$ cat config.mk
export PLATFORM = sky130hd
export DESIGN_NAME = tick_counter
export DESIGN_NICKNAME = d
export VERILOG_FILES = /design/src/tick_pkg.sv /design/src/tick_prescaler.sv /design/src/tick_counter.sv
export VERILOG_INCLUDE_DIRS = /design/src
export SDC_FILE = /design/constraint.sdc
export NUM_CORES = 1
export LEC_CHECK = 0
export BUFFER_PORTS_ARGS = -buffer_cell sky130_fd_sc_hd__buf_2
export CORE_MARGIN = 1
export CORE_UTILIZATION = 38
export CTS_BUF_LIST = sky130_fd_sc_hd__clkbuf_4 sky130_fd_sc_hd__clkbuf_8
export DETAILED_ROUTE_END_ITERATION = 10
export PLACE_DENSITY = 0.61
export SETUP_SLACK_MARGIN = 0.15
export SLEW_MARGIN = 20
export SYNTH_ARGS = -nofsm -noshare
export SYNTH_HDL_FRONTEND = slang
export SYNTH_SLANG_ARGS = --single-unit
$ cat constraint.sdc
create_clock -name SYS_CLK -period 2.52 [get_ports SYS_CLK]
set_input_delay 0 -clock SYS_CLK [delete_from_list [all_inputs] [get_ports SYS_CLK]]
set_output_delay 0 -clock SYS_CLK [all_outputs]
set_load 0.01 [all_outputs]
$ cat src/tick_params.svh
// Purpose: Register offsets, field positions, reset values and timing counts of the tick counter block
// Assumes: Included by the design modules
// Notes:   Definitions only
`ifndef TICK_PARAMS_SVH
`define TICK_PARAMS_SVH

// ----------------------------------------------------------------------------
// Register offsets (word index on the plain register port)
// ----------------------------------------------------------------------------
`define OFS_COUNT      4'h0
`define OFS_LIMIT      4'h1
`define OFS_CTRL       4'h2
`define OFS_STATUS     4'h3
`define OFS_CLEAR      4'h4
`define OFS_ENABLE     4'h5

// ----------------------------------------------------------------------------
// Control register fields: [7:6] source select, [3:0] divider select
// ----------------------------------------------------------------------------
`define CTRL_SRC_HI    7
`define CTRL_SRC_LO    6
`define CTRL_DIV_HI    3
`define CTRL_DIV_LO    0

// ----------------------------------------------------------------------------
// Reset values
// ----------------------------------------------------------------------------
`define RST_COUNT      8'h00
`define RST_LIMIT      8'h00
`define RST_SRC        2'h0
`define RST_DIV        4'h0

// ----------------------------------------------------------------------------
// Clock source strobe rates, derived from the 50 MHz system clock
// ----------------------------------------------------------------------------
`define SYS_CLK_HZ     50000000
`define LPO_HZ         1000
`define LPO_DIV        (`SYS_CLK_HZ / `LPO_HZ)

`endif

$ cat src/tick_pkg.sv
// Purpose: Types shared by the tick counter block
// Assumes: tick_params.svh holds offsets, fields, reset values and clock rates
// Notes:   Types only
package tick_pkg;

  // Clock source choice
  typedef enum logic [1:0] {
    SRC_LPO = 2'h0,
    SRC_EXT = 2'h1,
    SRC_INT = 2'h2
  } tick_src_t;

  // Register port request
  typedef struct packed {
    logic [3:0] addr;
    logic [7:0] wdata;
    logic       wr;
    logic       rd;
  } reg_req_t;

  // Prescaler control
  typedef struct packed {
    logic [3:0] div_sel;
    logic       clear;
    logic       src_pulse;
  } presc_ctl_t;

endpackage

$ cat src/tick_prescaler.sv
// Purpose: Prescaler producing one output tick per selected divide ratio
// Assumes: src_pulse is a one-cycle enable at the source rate
// Notes:   Selects 1..7 binary (8, 32, 64 .. 1024), 8..15 decimal (1, 2, 5, 10, 20, 50, 100, 1000)
`timescale 1ns/1ps
`include "tick_params.svh"
module tick_prescaler
  import tick_pkg::*;
(
  input  wire logic       SYS_CLK,   // System clock
  input  wire logic       RST,       // Asynchronous reset, active high
  input  wire presc_ctl_t CTL,       // Select, clear and source pulse
  output logic            TICK       // One-cycle prescaler output edge
);

  logic [15:0] cnt_r;
  logic [15:0] cnt_nxt;
  logic        tick_nxt;

  // Divide ratio for each selection, zero selection means off
  function automatic logic [15:0] ratio(input logic [3:0] sel);
    unique case (sel)
      4'h0: ratio = 16'h0000;
      4'h1: ratio = 16'h0008;
      4'h2: ratio = 16'h0020;
      4'h3: ratio = 16'h0040;
      4'h4: ratio = 16'h0080;
      4'h5: ratio = 16'h0100;
      4'h6: ratio = 16'h0200;
      4'h7: ratio = 16'h0400;
      4'h8: ratio = 16'h0001;
      4'h9: ratio = 16'h0002;
      4'hA: ratio = 16'h0005;
      4'hB: ratio = 16'h000A;
      4'hC: ratio = 16'h0014;
      4'hD: ratio = 16'h0032;
      4'hE: ratio = 16'h0064;
      4'hF: ratio = 16'h03E8;
    endcase
  endfunction

  // Count source pulses, emit a tick at the ratio
  always_comb begin
    cnt_nxt  = cnt_r;
    tick_nxt = 1'b0;
    if (CTL.clear || ratio(CTL.div_sel) == 16'h0000) begin
      cnt_nxt = 16'h0000;
    end else if (CTL.src_pulse) begin
      if (cnt_r + 16'h0001 >= ratio(CTL.div_sel)) begin
        cnt_nxt  = 16'h0000;
        tick_nxt = 1'b1;
      end else begin
        cnt_nxt = cnt_r + 16'h0001;
      end
    end
  end

  // Registers
  always_ff @(posedge SYS_CLK or posedge RST) begin
    if (RST) begin
      cnt_r <= 16'h0000;
      TICK  <= 1'b0;
    end else begin
      cnt_r <= cnt_nxt;
      TICK  <= tick_nxt;
    end
  end

endmodule

$ cat src/tick_counter.sv
// Purpose: Periodic tick counter with compare limit, source select, prescaler and interrupt
// Assumes: External and internal reference clocks arrive as one-cycle enables on SYS_CLK
// Notes:   Low-power oscillator strobe is made here by a divider of the system clock
//
// Decided for this implementation: the register addresses and strobed register access.
`timescale 1ns/1ps
`include "tick_params.svh"

// Function
// - Tick count is readable; writes to it are ignored.
// - Compare limit is an 8-bit read/write register.
// - Count equal to limit returns count to zero and sets match flag.
// - Limit zero sets match flag on every prescaler output edge.
// - Writing the limit clears prescaler and counter.
// - Writing a different source clears prescaler and counter.
// - Writing a different divider selection clears the count.
// - Reset stops counter at zero, limit zero, prescaler off.
// - Reset selects the low-power oscillator as source.
// - Prescaler off while selection zero; nonzero selection starts counting.
// - Three selectable sources: low-power, external and internal reference.
// - Divider offers binary and decimal ratio sets.
// - Enabled match flag requests an interrupt.
module tick_counter
  import tick_pkg::*;
(
  input  wire logic       SYS_CLK,    // System clock, 50 MHz
  input  wire logic       RST,        // Asynchronous reset, active high
  input  wire logic [3:0] ADDR,       // Register index
  input  wire logic [7:0] WDATA,      // Write data
  input  wire logic       WR,         // Write strobe
  input  wire logic       RD,         // Read strobe
  output logic      [7:0] RDATA,      // Read data, cycle after RD
  input  wire logic       EXT_REF_EN, // External reference clock edge enable
  input  wire logic       INT_REF_EN, // Internal reference clock edge enable
  output logic            IRQ         // Level interrupt
);

  // --------------------------------------------------------------------------
  // State
  // --------------------------------------------------------------------------
  reg_req_t    req;
  presc_ctl_t  pctl;
  logic        presc_tick;

  logic [7:0]  count_r,  count_nxt;
  logic [7:0]  limit_r,  limit_nxt;
  tick_src_t   src_r,    src_nxt;
  logic [3:0]  div_r,    div_nxt;
  logic        flag_r,   flag_nxt;
  logic        ien_r,    ien_nxt;
  logic [7:0]  rdata_nxt;
  logic [15:0] lpo_cnt_r, lpo_cnt_nxt;
  logic        lpo_pulse;
  logic        presc_clr;
  logic        count_clr;
  logic        match_evt;

  assign req = '{addr: ADDR, wdata: WDATA, wr: WR, rd: RD};

  // Write decode helper
  function automatic logic hit(input reg_req_t r, input logic [3:0] ofs);
    hit = r.wr && (r.addr == ofs);
  endfunction

  // --------------------------------------------------------------------------
  // Low-power oscillator strobe
  // --------------------------------------------------------------------------
  // Divide system clock down to a 1 kHz enable
  always_comb begin
    lpo_pulse   = (lpo_cnt_r == 16'(`LPO_DIV - 1));
    lpo_cnt_nxt = lpo_pulse ? 16'h0000 : lpo_cnt_r + 16'h0001;
  end

  // --------------------------------------------------------------------------
  // Prescaler
  // --------------------------------------------------------------------------
  // Source mux and clear conditions
  always_comb begin
    presc_clr = hit(req, `OFS_LIMIT)
              || (hit(req, `OFS_CTRL)
                  && req.wdata[`CTRL_SRC_HI:`CTRL_SRC_LO] != 2'h3   // Refused code keeps source and count
                  && req.wdata[`CTRL_SRC_HI:`CTRL_SRC_LO] != src_r);
    pctl.clear   = presc_clr;
    pctl.div_sel = div_r;
    unique case (src_r)
      SRC_EXT: pctl.src_pulse = EXT_REF_EN;
      SRC_INT: pctl.src_pulse = INT_REF_EN;
      default: pctl.src_pulse = lpo_pulse;
    endcase
  end

  // Binary and decimal divider
  tick_prescaler u_presc (
    .SYS_CLK (SYS_CLK),
    .RST     (RST),
    .CTL     (pctl),
    .TICK    (presc_tick)
  );

  // --------------------------------------------------------------------------
  // Counter, registers and flag
  // --------------------------------------------------------------------------
  // Next-state logic for counter and software registers
  always_comb begin
    count_nxt = count_r;
    limit_nxt = limit_r;
    src_nxt   = src_r;
    div_nxt   = div_r;
    flag_nxt  = flag_r;
    ien_nxt   = ien_r;
    match_evt = 1'b0;
    count_clr = presc_clr
              || (hit(req, `OFS_CTRL) && req.wdata[`CTRL_DIV_HI:`CTRL_DIV_LO] != div_r);

    if (hit(req, `OFS_LIMIT)) begin
      limit_nxt = req.wdata;
    end
    if (hit(req, `OFS_CTRL)) begin
      src_nxt = tick_src_t'(req.wdata[`CTRL_SRC_HI:`CTRL_SRC_LO]);
      if (req.wdata[`CTRL_SRC_HI:`CTRL_SRC_LO] == 2'h3) begin
        src_nxt = src_r;
      end
      div_nxt = req.wdata[`CTRL_DIV_HI:`CTRL_DIV_LO];
    end
    if (hit(req, `OFS_ENABLE)) begin
      ien_nxt = req.wdata[0];
    end
    // Clear first, so a match in the same cycle still sets the flag
    if (hit(req, `OFS_CLEAR) && req.wdata[0]) begin
      flag_nxt = 1'b0;
    end

    if (count_clr) begin
      count_nxt = `RST_COUNT;
    end else if (presc_tick) begin
      if (count_r == limit_r) begin
        count_nxt = 8'h00;
        match_evt = 1'b1;
      end else begin
        count_nxt = count_r + 8'h01;
      end
    end
    if (match_evt) begin
      flag_nxt = 1'b1;
    end
  end

  // Read mux; count has no write path
  always_comb begin
    rdata_nxt = 8'h00;
    if (req.rd) begin
      unique case (req.addr)
        `OFS_COUNT:  rdata_nxt = count_r;
        `OFS_LIMIT:  rdata_nxt = limit_r;
        `OFS_CTRL:   rdata_nxt = {src_r, 2'h0, div_r};
        `OFS_STATUS: rdata_nxt = {7'h00, flag_r};
        `OFS_ENABLE: rdata_nxt = {7'h00, ien_r};
        default:     rdata_nxt = 8'h00;
      endcase
    end
  end

  // Registers
  always_ff @(posedge SYS_CLK or posedge RST) begin
    if (RST) begin
      count_r   <= `RST_COUNT;
      limit_r   <= `RST_LIMIT;
      src_r     <= SRC_LPO;
      div_r     <= `RST_DIV;
      flag_r    <= 1'b0;
      ien_r     <= 1'b0;
      RDATA     <= 8'h00;
      lpo_cnt_r <= 16'h0000;
    end else begin
      count_r   <= count_nxt;
      limit_r   <= limit_nxt;
      src_r     <= src_nxt;
      div_r     <= div_nxt;
      flag_r    <= flag_nxt;
      ien_r     <= ien_nxt;
      RDATA     <= rdata_nxt;
      lpo_cnt_r <= lpo_cnt_nxt;
    end
  end

  // Level interrupt from enabled flag
  assign IRQ = flag_r & ien_r;

endmodule

* After elaboration in Yosys (flattened, before gate mapping)
Memory sizes are Yosys's and may differ from the RTL's. Index checks and enable logic that the tools add are counted.
Storage, ports and cells: register bits 65, bits in read-only memories 352, bits of input ports 18, output and inout port bits 9, logic and storage cells 68, memories kept 2
Memories:
- (no name shown) | depth 16, width 11, rd ports 1, clocked after memory_dff 0, wr ports 0, line tick_prescaler.sv:21 | unique case (sel)
- (no name shown) | depth 16, width 11, rd ports 1, clocked after memory_dff 0, wr ports 0, line tick_prescaler.sv:21
Operators by class: $add $sub $neg 3, $lt $le $gt $ge 1, equality and inequality tests 13, mux-type cells 20, bitwise logic cells 2, reductions and logical operators 17
Operators with widths (number):
- $mux 16 | 6
- $pmux 8 s5 | 1
- $add 16x1->16 const B | 2
- $mux 8 | 4
- $eq 16x16->1 const B | 1
- $ge 16x16->1 | 1
- $logic_not 16->1 | 1
- $add 8x1->8 const B | 1
- $eq 4x2->1 const B | 2
- $eq 4x3->1 const B | 2
- $eq 8x8->1 | 1
- $logic_and 1x1->1 | 8
- $mux 1 | 8
- $reduce_bool 2->1 | 3
- $eq 2x2->1 const B | 2
- $eq 4x1->1 const B | 1
- $logic_not 4->1 | 1
- $ne 4x4->1 | 1
- $logic_or 1x1->1 | 3
- $eq 2x1->1 const B | 1
- $ne 2x2->1 | 1
- $ne 2x2->1 const B | 1
- $pmux 1 s2 | 1
- $reduce_and 2->1 | 1
- 2 further kinds | 2

* Logic depth before layout (Yosys ltp)
word-level depth 11, gate-level depth with buffers 12, mapped depth without buffers 11

* By module
Synthesis repeated with hierarchy kept, for this count alone.
Second synthesis, totals: cells, all modules 398, area total of the unflattened synthesis 3891.2 um^2
By module, submodules not included:
- tick_counter | times used 1, cells an instance 237, area an instance 2539.9 um^2, sequential area each 1201.2 um^2
- tick_prescaler | times used 1, cells an instance 161, area an instance 1351.3 um^2, sequential area each 425.4 um^2

* Worst setup path before layout
OpenSTA, ideal clock, no wires.
path type register to register, from reg u_presc.cnt_r[0], to reg u_presc.cnt_r[10], setup time 121 ps, arrival time 2400 ps, data required time 2399 ps, path slack -1 ps, stages on the path, launching flop included 13, path buffers 1, clock period less this slack 2521 ps, path through dfrtp_1 > ha_1 > nand2_2 > nor2_1 > nand2_1 > xnor2_1 > ha_1 > nand3_1 > a211oi_1 > a211oi_4 > and3_1 > buf_6 > a22o_1
On the way: word-level cells in the longest chain between the ends 5
Ends and longest elaborated chain:
- start, declared | line tick_prescaler.sv:15 | logic [15:0] cnt_r;
- start signal, assigned | line tick_prescaler.sv:63 | cnt_r <= cnt_nxt;
- $add 16x1->16 * | line tick_prescaler.sv:48, tick_prescaler.sv:52
- $ge 16x16->1 | line tick_prescaler.sv:48 | if (cnt_r + 16'h0001 >= ratio(CTL.div_sel)) begin
- $mux 16 * | line tick_prescaler.sv:48
- $mux 16 * | line tick_prescaler.sv:47 | end else if (CTL.src_pulse) begin
- $mux 16 * | line tick_prescaler.sv:45 | if (CTL.clear || ratio(CTL.div_sel) == 16'h0000) begin
Every way passes the cells marked *; elsewhere a longest branch is shown, timed or not. The select of a mux whose other input is x is not followed. A chain may end at the register's enable or synchronous reset.

* Worst setup path in the final report
from reg u_presc.cnt_r[1], to reg u_presc.cnt_r[6]
The elaborated chain is that of the path after synthesis.

==> out/qor.json <==
{
  "drt-initial-drc-count": {"value": 89},
  "synth_area_per_cell": {"value": 10.1, "unit": "um^2"},
  "worstSetupStartpoint": {"value": "u_presc.cnt_r[1]"},
  "site_row_count": {"value": 35},
  "cts.root.buffer_cell": {"value": "clkbuf_8"},
  "htree_levels": {"value": 3},
  "die_height": {"value": 102, "unit": "um"},
  "synthesis.yosys.warnings": {"value": 0},
  "synth_area_leaders": {"value": "dfrtp_1 43%, xor2_1 5.6%, ha_1 5.3%"},
  "worst_hold_slack": {"value": 0.0294, "unit": "ns"},
  "cap_violations": {"value": 0},
  "syn2layout_area_growth": {"value": 29.5, "unit": "%"},
  "synth_compound_gate_area_share": {"value": 12.5, "unit": "%"},
  "critical_path.cell_chain": {"value": "ha_4 > nand2_4 > nor2_4 > nand3_2 > xnor2_2 > ha_1 > nand3_2 > nor2_1 > a211oi_4 > buf_6 > buf_4 > nand4_1 > o211ai_1"},
  "syn_area": {"value": 0.00376, "unit": "mm^2"},
  "cp.depth": {"value": 13},
  "finalWorstPathRequiredPeriod": {"value": 2.41, "unit": "ns"},
  "grt_antenna_before_repair": {"value": 0},
  "boundaryPins": {"value": 27},
  "die_w": {"value": 102, "unit": "um"},
  "tightest_slew": {"value": 0.587, "unit": "ns"},
  "synth_seq_area_share": {"value": 43.2, "unit": "%"},
  "synthDominantAreaCellType": {"value": "dfrtp_1"},
  "num-nets-final": {"value": 474},
  "clk_path_buf_depth": {"value": 2},
  "wire_per_inst": {"value": 15.2, "unit": "um"},
  "routabilityCongestion": {"value": 0.852},
  "grt_setup_unrepaired": {"value": "yes"},
  "holdCritPathClass": {"value": "input port to flip-flop"},
  "total_neg_setup_slack": {"value": 0, "unit": "ns"},
  "synth_cell_type_count": {"value": 59},
  "leakagePower": {"value": 2.32, "unit": "nW"},
  "report.final.slew_viol_count": {"value": 0},
  "power_per_cell_area": {"value": 662, "unit": "mW/mm^2"},
  "drt_wl_total": {"value": 8.74, "unit": "mm"},
  "result_of_the_run": {"value": "finished, final reports clean"},
  "gr-usage-all-layers": {"value": 18.4, "unit": "%"},
  "critPathTopFamily": {"value": "simple AND/OR/NAND/NOR gates"},
  "synth-async-reset-ratio": {"value": 100, "unit": "%"},
  "timing.final.hold_violations": {"value": 0},
  "number_of_enable_type_register_cells_in_the_synthesized_netlist": {"value": 0},
  "worst_setup_path_end_kind": {"value": "flip-flop"},
  "syn_nets": {"value": 407},
  "maximum_number_of_pins_on_one_net_before_global_route_repair": {"value": 28},
  "num_antenna_cells": {"value": 0},
  "critPathKind": {"value": "flip-flop to flip-flop"},
  "layoutNonFillerInstCount": {"value": 574},
  "yosys_most_used_dff": {"value": "dfrtp_1"},
  "timing.critical_path.buf_inv": {"value": 2},
  "design.die.area": {"value": 0.0103, "unit": "mm^2"},
  "cpPeakStageDelay": {"value": 0.42, "unit": "ns"},
  "worst-endpoint-required": {"value": 2.78, "unit": "ns"},
  "synth_largest_type_area_fraction": {"value": 43.2, "unit": "%"},
  "mux_cell_area_share_after_synthesis": {"value": 5.98, "unit": "%"},
  "r2r.worst_path.cells": {"value": 13},
  "reg2reg_setup_slack": {"value": 0.11, "unit": "ns"},
  "placedCellCount": {"value": 536},
  "gr-total-overflow": {"value": 0},
  "crit_path_top_delay_cell": {"value": "dfrtp_2"},
  "utilization": {"value": 51.8, "unit": "%"},
  "irDropWorstVdd": {"value": 0.499, "unit": "mV"},
  "port-buffer-count": {"value": 26},
  "detailroute.via_count": {"value": 2969},
  "wire_length_of_the_first_global_routing_pass": {"value": 14.5, "unit": "mm"},
  "timing.critical_path.fanout_max": {"value": 4},
  "relSlewSlack": {"value": 60.8, "unit": "%"},
  "insertion_delay": {"value": 0.35, "unit": "ns"},
  "synthesis.instances": {"value": 373},
  "cp-start-kind": {"value": "flip-flop"},
  "number_of_vias_per_cell_after_detailed_routing": {"value": 5.17},
  "drt_drc_violations_left": {"value": 0},
  "drtAntennaViolNets": {"value": 0},
  "cts_buf_count": {"value": 9},
  "filler_cell_count": {"value": 832},
  "finalCritPeriodShare": {"value": 95.7, "unit": "%"},
  "synthXorXnorAreaFrac": {"value": 8.37, "unit": "%"},
  "start_util": {"value": 40.0, "unit": "%"},
  "synth_adder_area_share": {"value": 5.32, "unit": "%"},
  "router_iterations_before_antenna_repair": {"value": 4},
  "total_number_of_clock_tree_sinks": {"value": 65},
  "tritoncts": {"value": "done"},
  "synth_seq_cells": {"value": 65},
  "worstSetupEndpoint": {"value": "u_presc.cnt_r[6]"},
  "skew": {"value": 0.0109, "unit": "ns"},
  "timing.rr.start": {"value": "u_presc.cnt_r[1]"},
  "core_area": {"value": 0.00942, "unit": "mm^2"},
  "dp.final_hpwl": {"value": 6.05, "unit": "mm"},
  "achievable-frequency": {"value": 415, "unit": "MHz"},
  "synth_top_family_by_area": {"value": "simple AND/OR/NAND/NOR gates"},
  "layout-drive-gt1-share": {"value": 31.2, "unit": "%"},
  "cts.clk_slew.worst_paths": {"value": 0.07, "unit": "ns"},
  "worst_ep_arrival_time": {"value": 2.67, "unit": "ns"},
  "synth_area_in_simple_gates": {"value": 21.6, "unit": "%"},
  "crit-reg2reg-capture": {"value": "u_presc.cnt_r[6]"},
  "crit_top_cell": {"value": "nand3_2"},
  "report.final.setup_viol": {"value": 0},
  "grt_pass1_vias": {"value": 2969}
}
cells in the mapped netlist, drive strengths merged, types with 10 or more instances:
library cell	count
dfrtp	65
nor2	37
xor2	24
nand2	22
nand3	22
ha	16
a22o	13
o21ai	13
xnor2	12
a21oi	11
mux2	10
what timing repair did:
action / in CTS / in global routing
gates resized for setup: 31 / 19
hold endpoints to repair: 39 / 0
hold buffers: 11 / 0
endpoints found under the setup margin: 22 / 20
pin swaps: 23 / 16
setup buffers: 4 / 7
cells by family after synthesis:
logic type | count (synthesis)
and+or+nand+nor | 148
DFF | 65
AOI/OAI and AO/OA | 64
xor gates and xnor gates | 36
buffers and inverters | 24
muxes | 20
adders and majority gates | 16
per-layer routing:
| layer | share of wire (%) | up-vias | global-route usage [%] |
|---|---|---|---|
| met2 | 49 | 48 | 30.2 |
| li1 | - | 1472 | - |
| met1 | 47 | 1438 | 24.3 |
| met5 | 0 | - | 0 |
| met3 | 3.3 | 11 | 3.86 |
| met4 | 1.0 | 0 | 5.69 |
power by group:
part,internal (mW),leakage (nW),switching [mW],total [mW]
Sequential,1.15,0.851,0.144,1.29
Combinational,0.425,1.34,0.423,0.848
Clock,0.680,0.124,0.410,1.09
Total,2.25,2.32,0.976,3.23
placed cells by master (no fill, tap or decap), types with 4 or more instances in the layout:
| cell | Yosys | final |
|---|---|---|
| xnor2_2 | 0 | 5 |
| a21oi_1 | 10 | 9 |
| nand3_2 | 1 | 5 |
| nand4_1 | 9 | 9 |
| clkbuf_8 | 0 | 9 |
| nand2_1 | 21 | 20 |
| nand3_1 | 21 | 15 |
| o211ai_1 | 4 | 4 |
| nor2b_1 | 7 | 7 |
| xnor2_1 | 12 | 5 |
| mux2i_1 | 9 | 9 |
| dlygate4sd3_1 | 0 | 11 |
| nor3_1 | 5 | 5 |
| nand2b_1 | 5 | 4 |
| buf_4 | 3 | 29 |
| buf_6 | 1 | 4 |
| and3_1 | 9 | 6 |
| inv_1 | 9 | 8 |
| dfrtp_1 | 65 | 56 |
| nor2_1 | 37 | 34 |
| buf_2 | 2 | 26 |
| o21ai_1 | 9 | 10 |
| mux2_2 | 8 | 8 |
| xor2_1 | 24 | 24 |
| a21o_1 | 4 | 4 |
| and2_1 | 7 | 7 |
| dfrtp_2 | 0 | 9 |
| ha_1 | 16 | 13 |
| a22o_1 | 13 | 13 |
worst min path at each step:
stage               depth (start not counted)  slack (ns)  startpoint  endpoint
floorplan                                   1        0.07     ADDR[3]  RDATA[0]
global placement                            2        0.09         RST  div_r[0]
detailed placement                          2        0.10         RST  div_r[0]
CTS                                         3        0.02     ADDR[2]     ien_r
global route                                3        0.04    WDATA[0]     ien_r
finish                                      3        0.03     ADDR[2]     ien_r
worst min-delay path: stages:
cell	delay (ns)
buf_2	0.12
nand3b_1	0.13
o31ai_1	0.08
layout make-up:
cell class	instances	area [um^2]	share of cell area [%]
Clock buffer	11	139	2.85
Clock inverter	5	104	2.13
Timing Repair Buffer	71	523	10.7
Multi-Input combinational cell	284	2280	46.7
Sequential cell	65	1640	33.6
Tap cell	129	161	3.31
Inverter	9	33.8	0.693
sequential cells by signal (all words and copies together) (netlist names):
register / flops
u_presc.TICK: 1
lpo_cnt_r: 16
limit_r: 8
count_r: 8
u_presc.cnt_r: 16
src_r: 2
RDATA: 8
flag_r: 1
ien_r: 1
div_r: 4
stage by stage:
stage	setup WS, ns	instance area [um^2]	power, mW
2_1_floorplan	0.157	3790	1.77
3_3_place_gp	0.0506	4180	2.00
3_5_place_dp	0.0308	4180	2.01
4_1_cts	0.150	4710	3.19
5_1_grt	0.00201	4880	3.40
6_report	0.109	4880	3.23
Note: power is estimated with default switching activity, not from simulation.
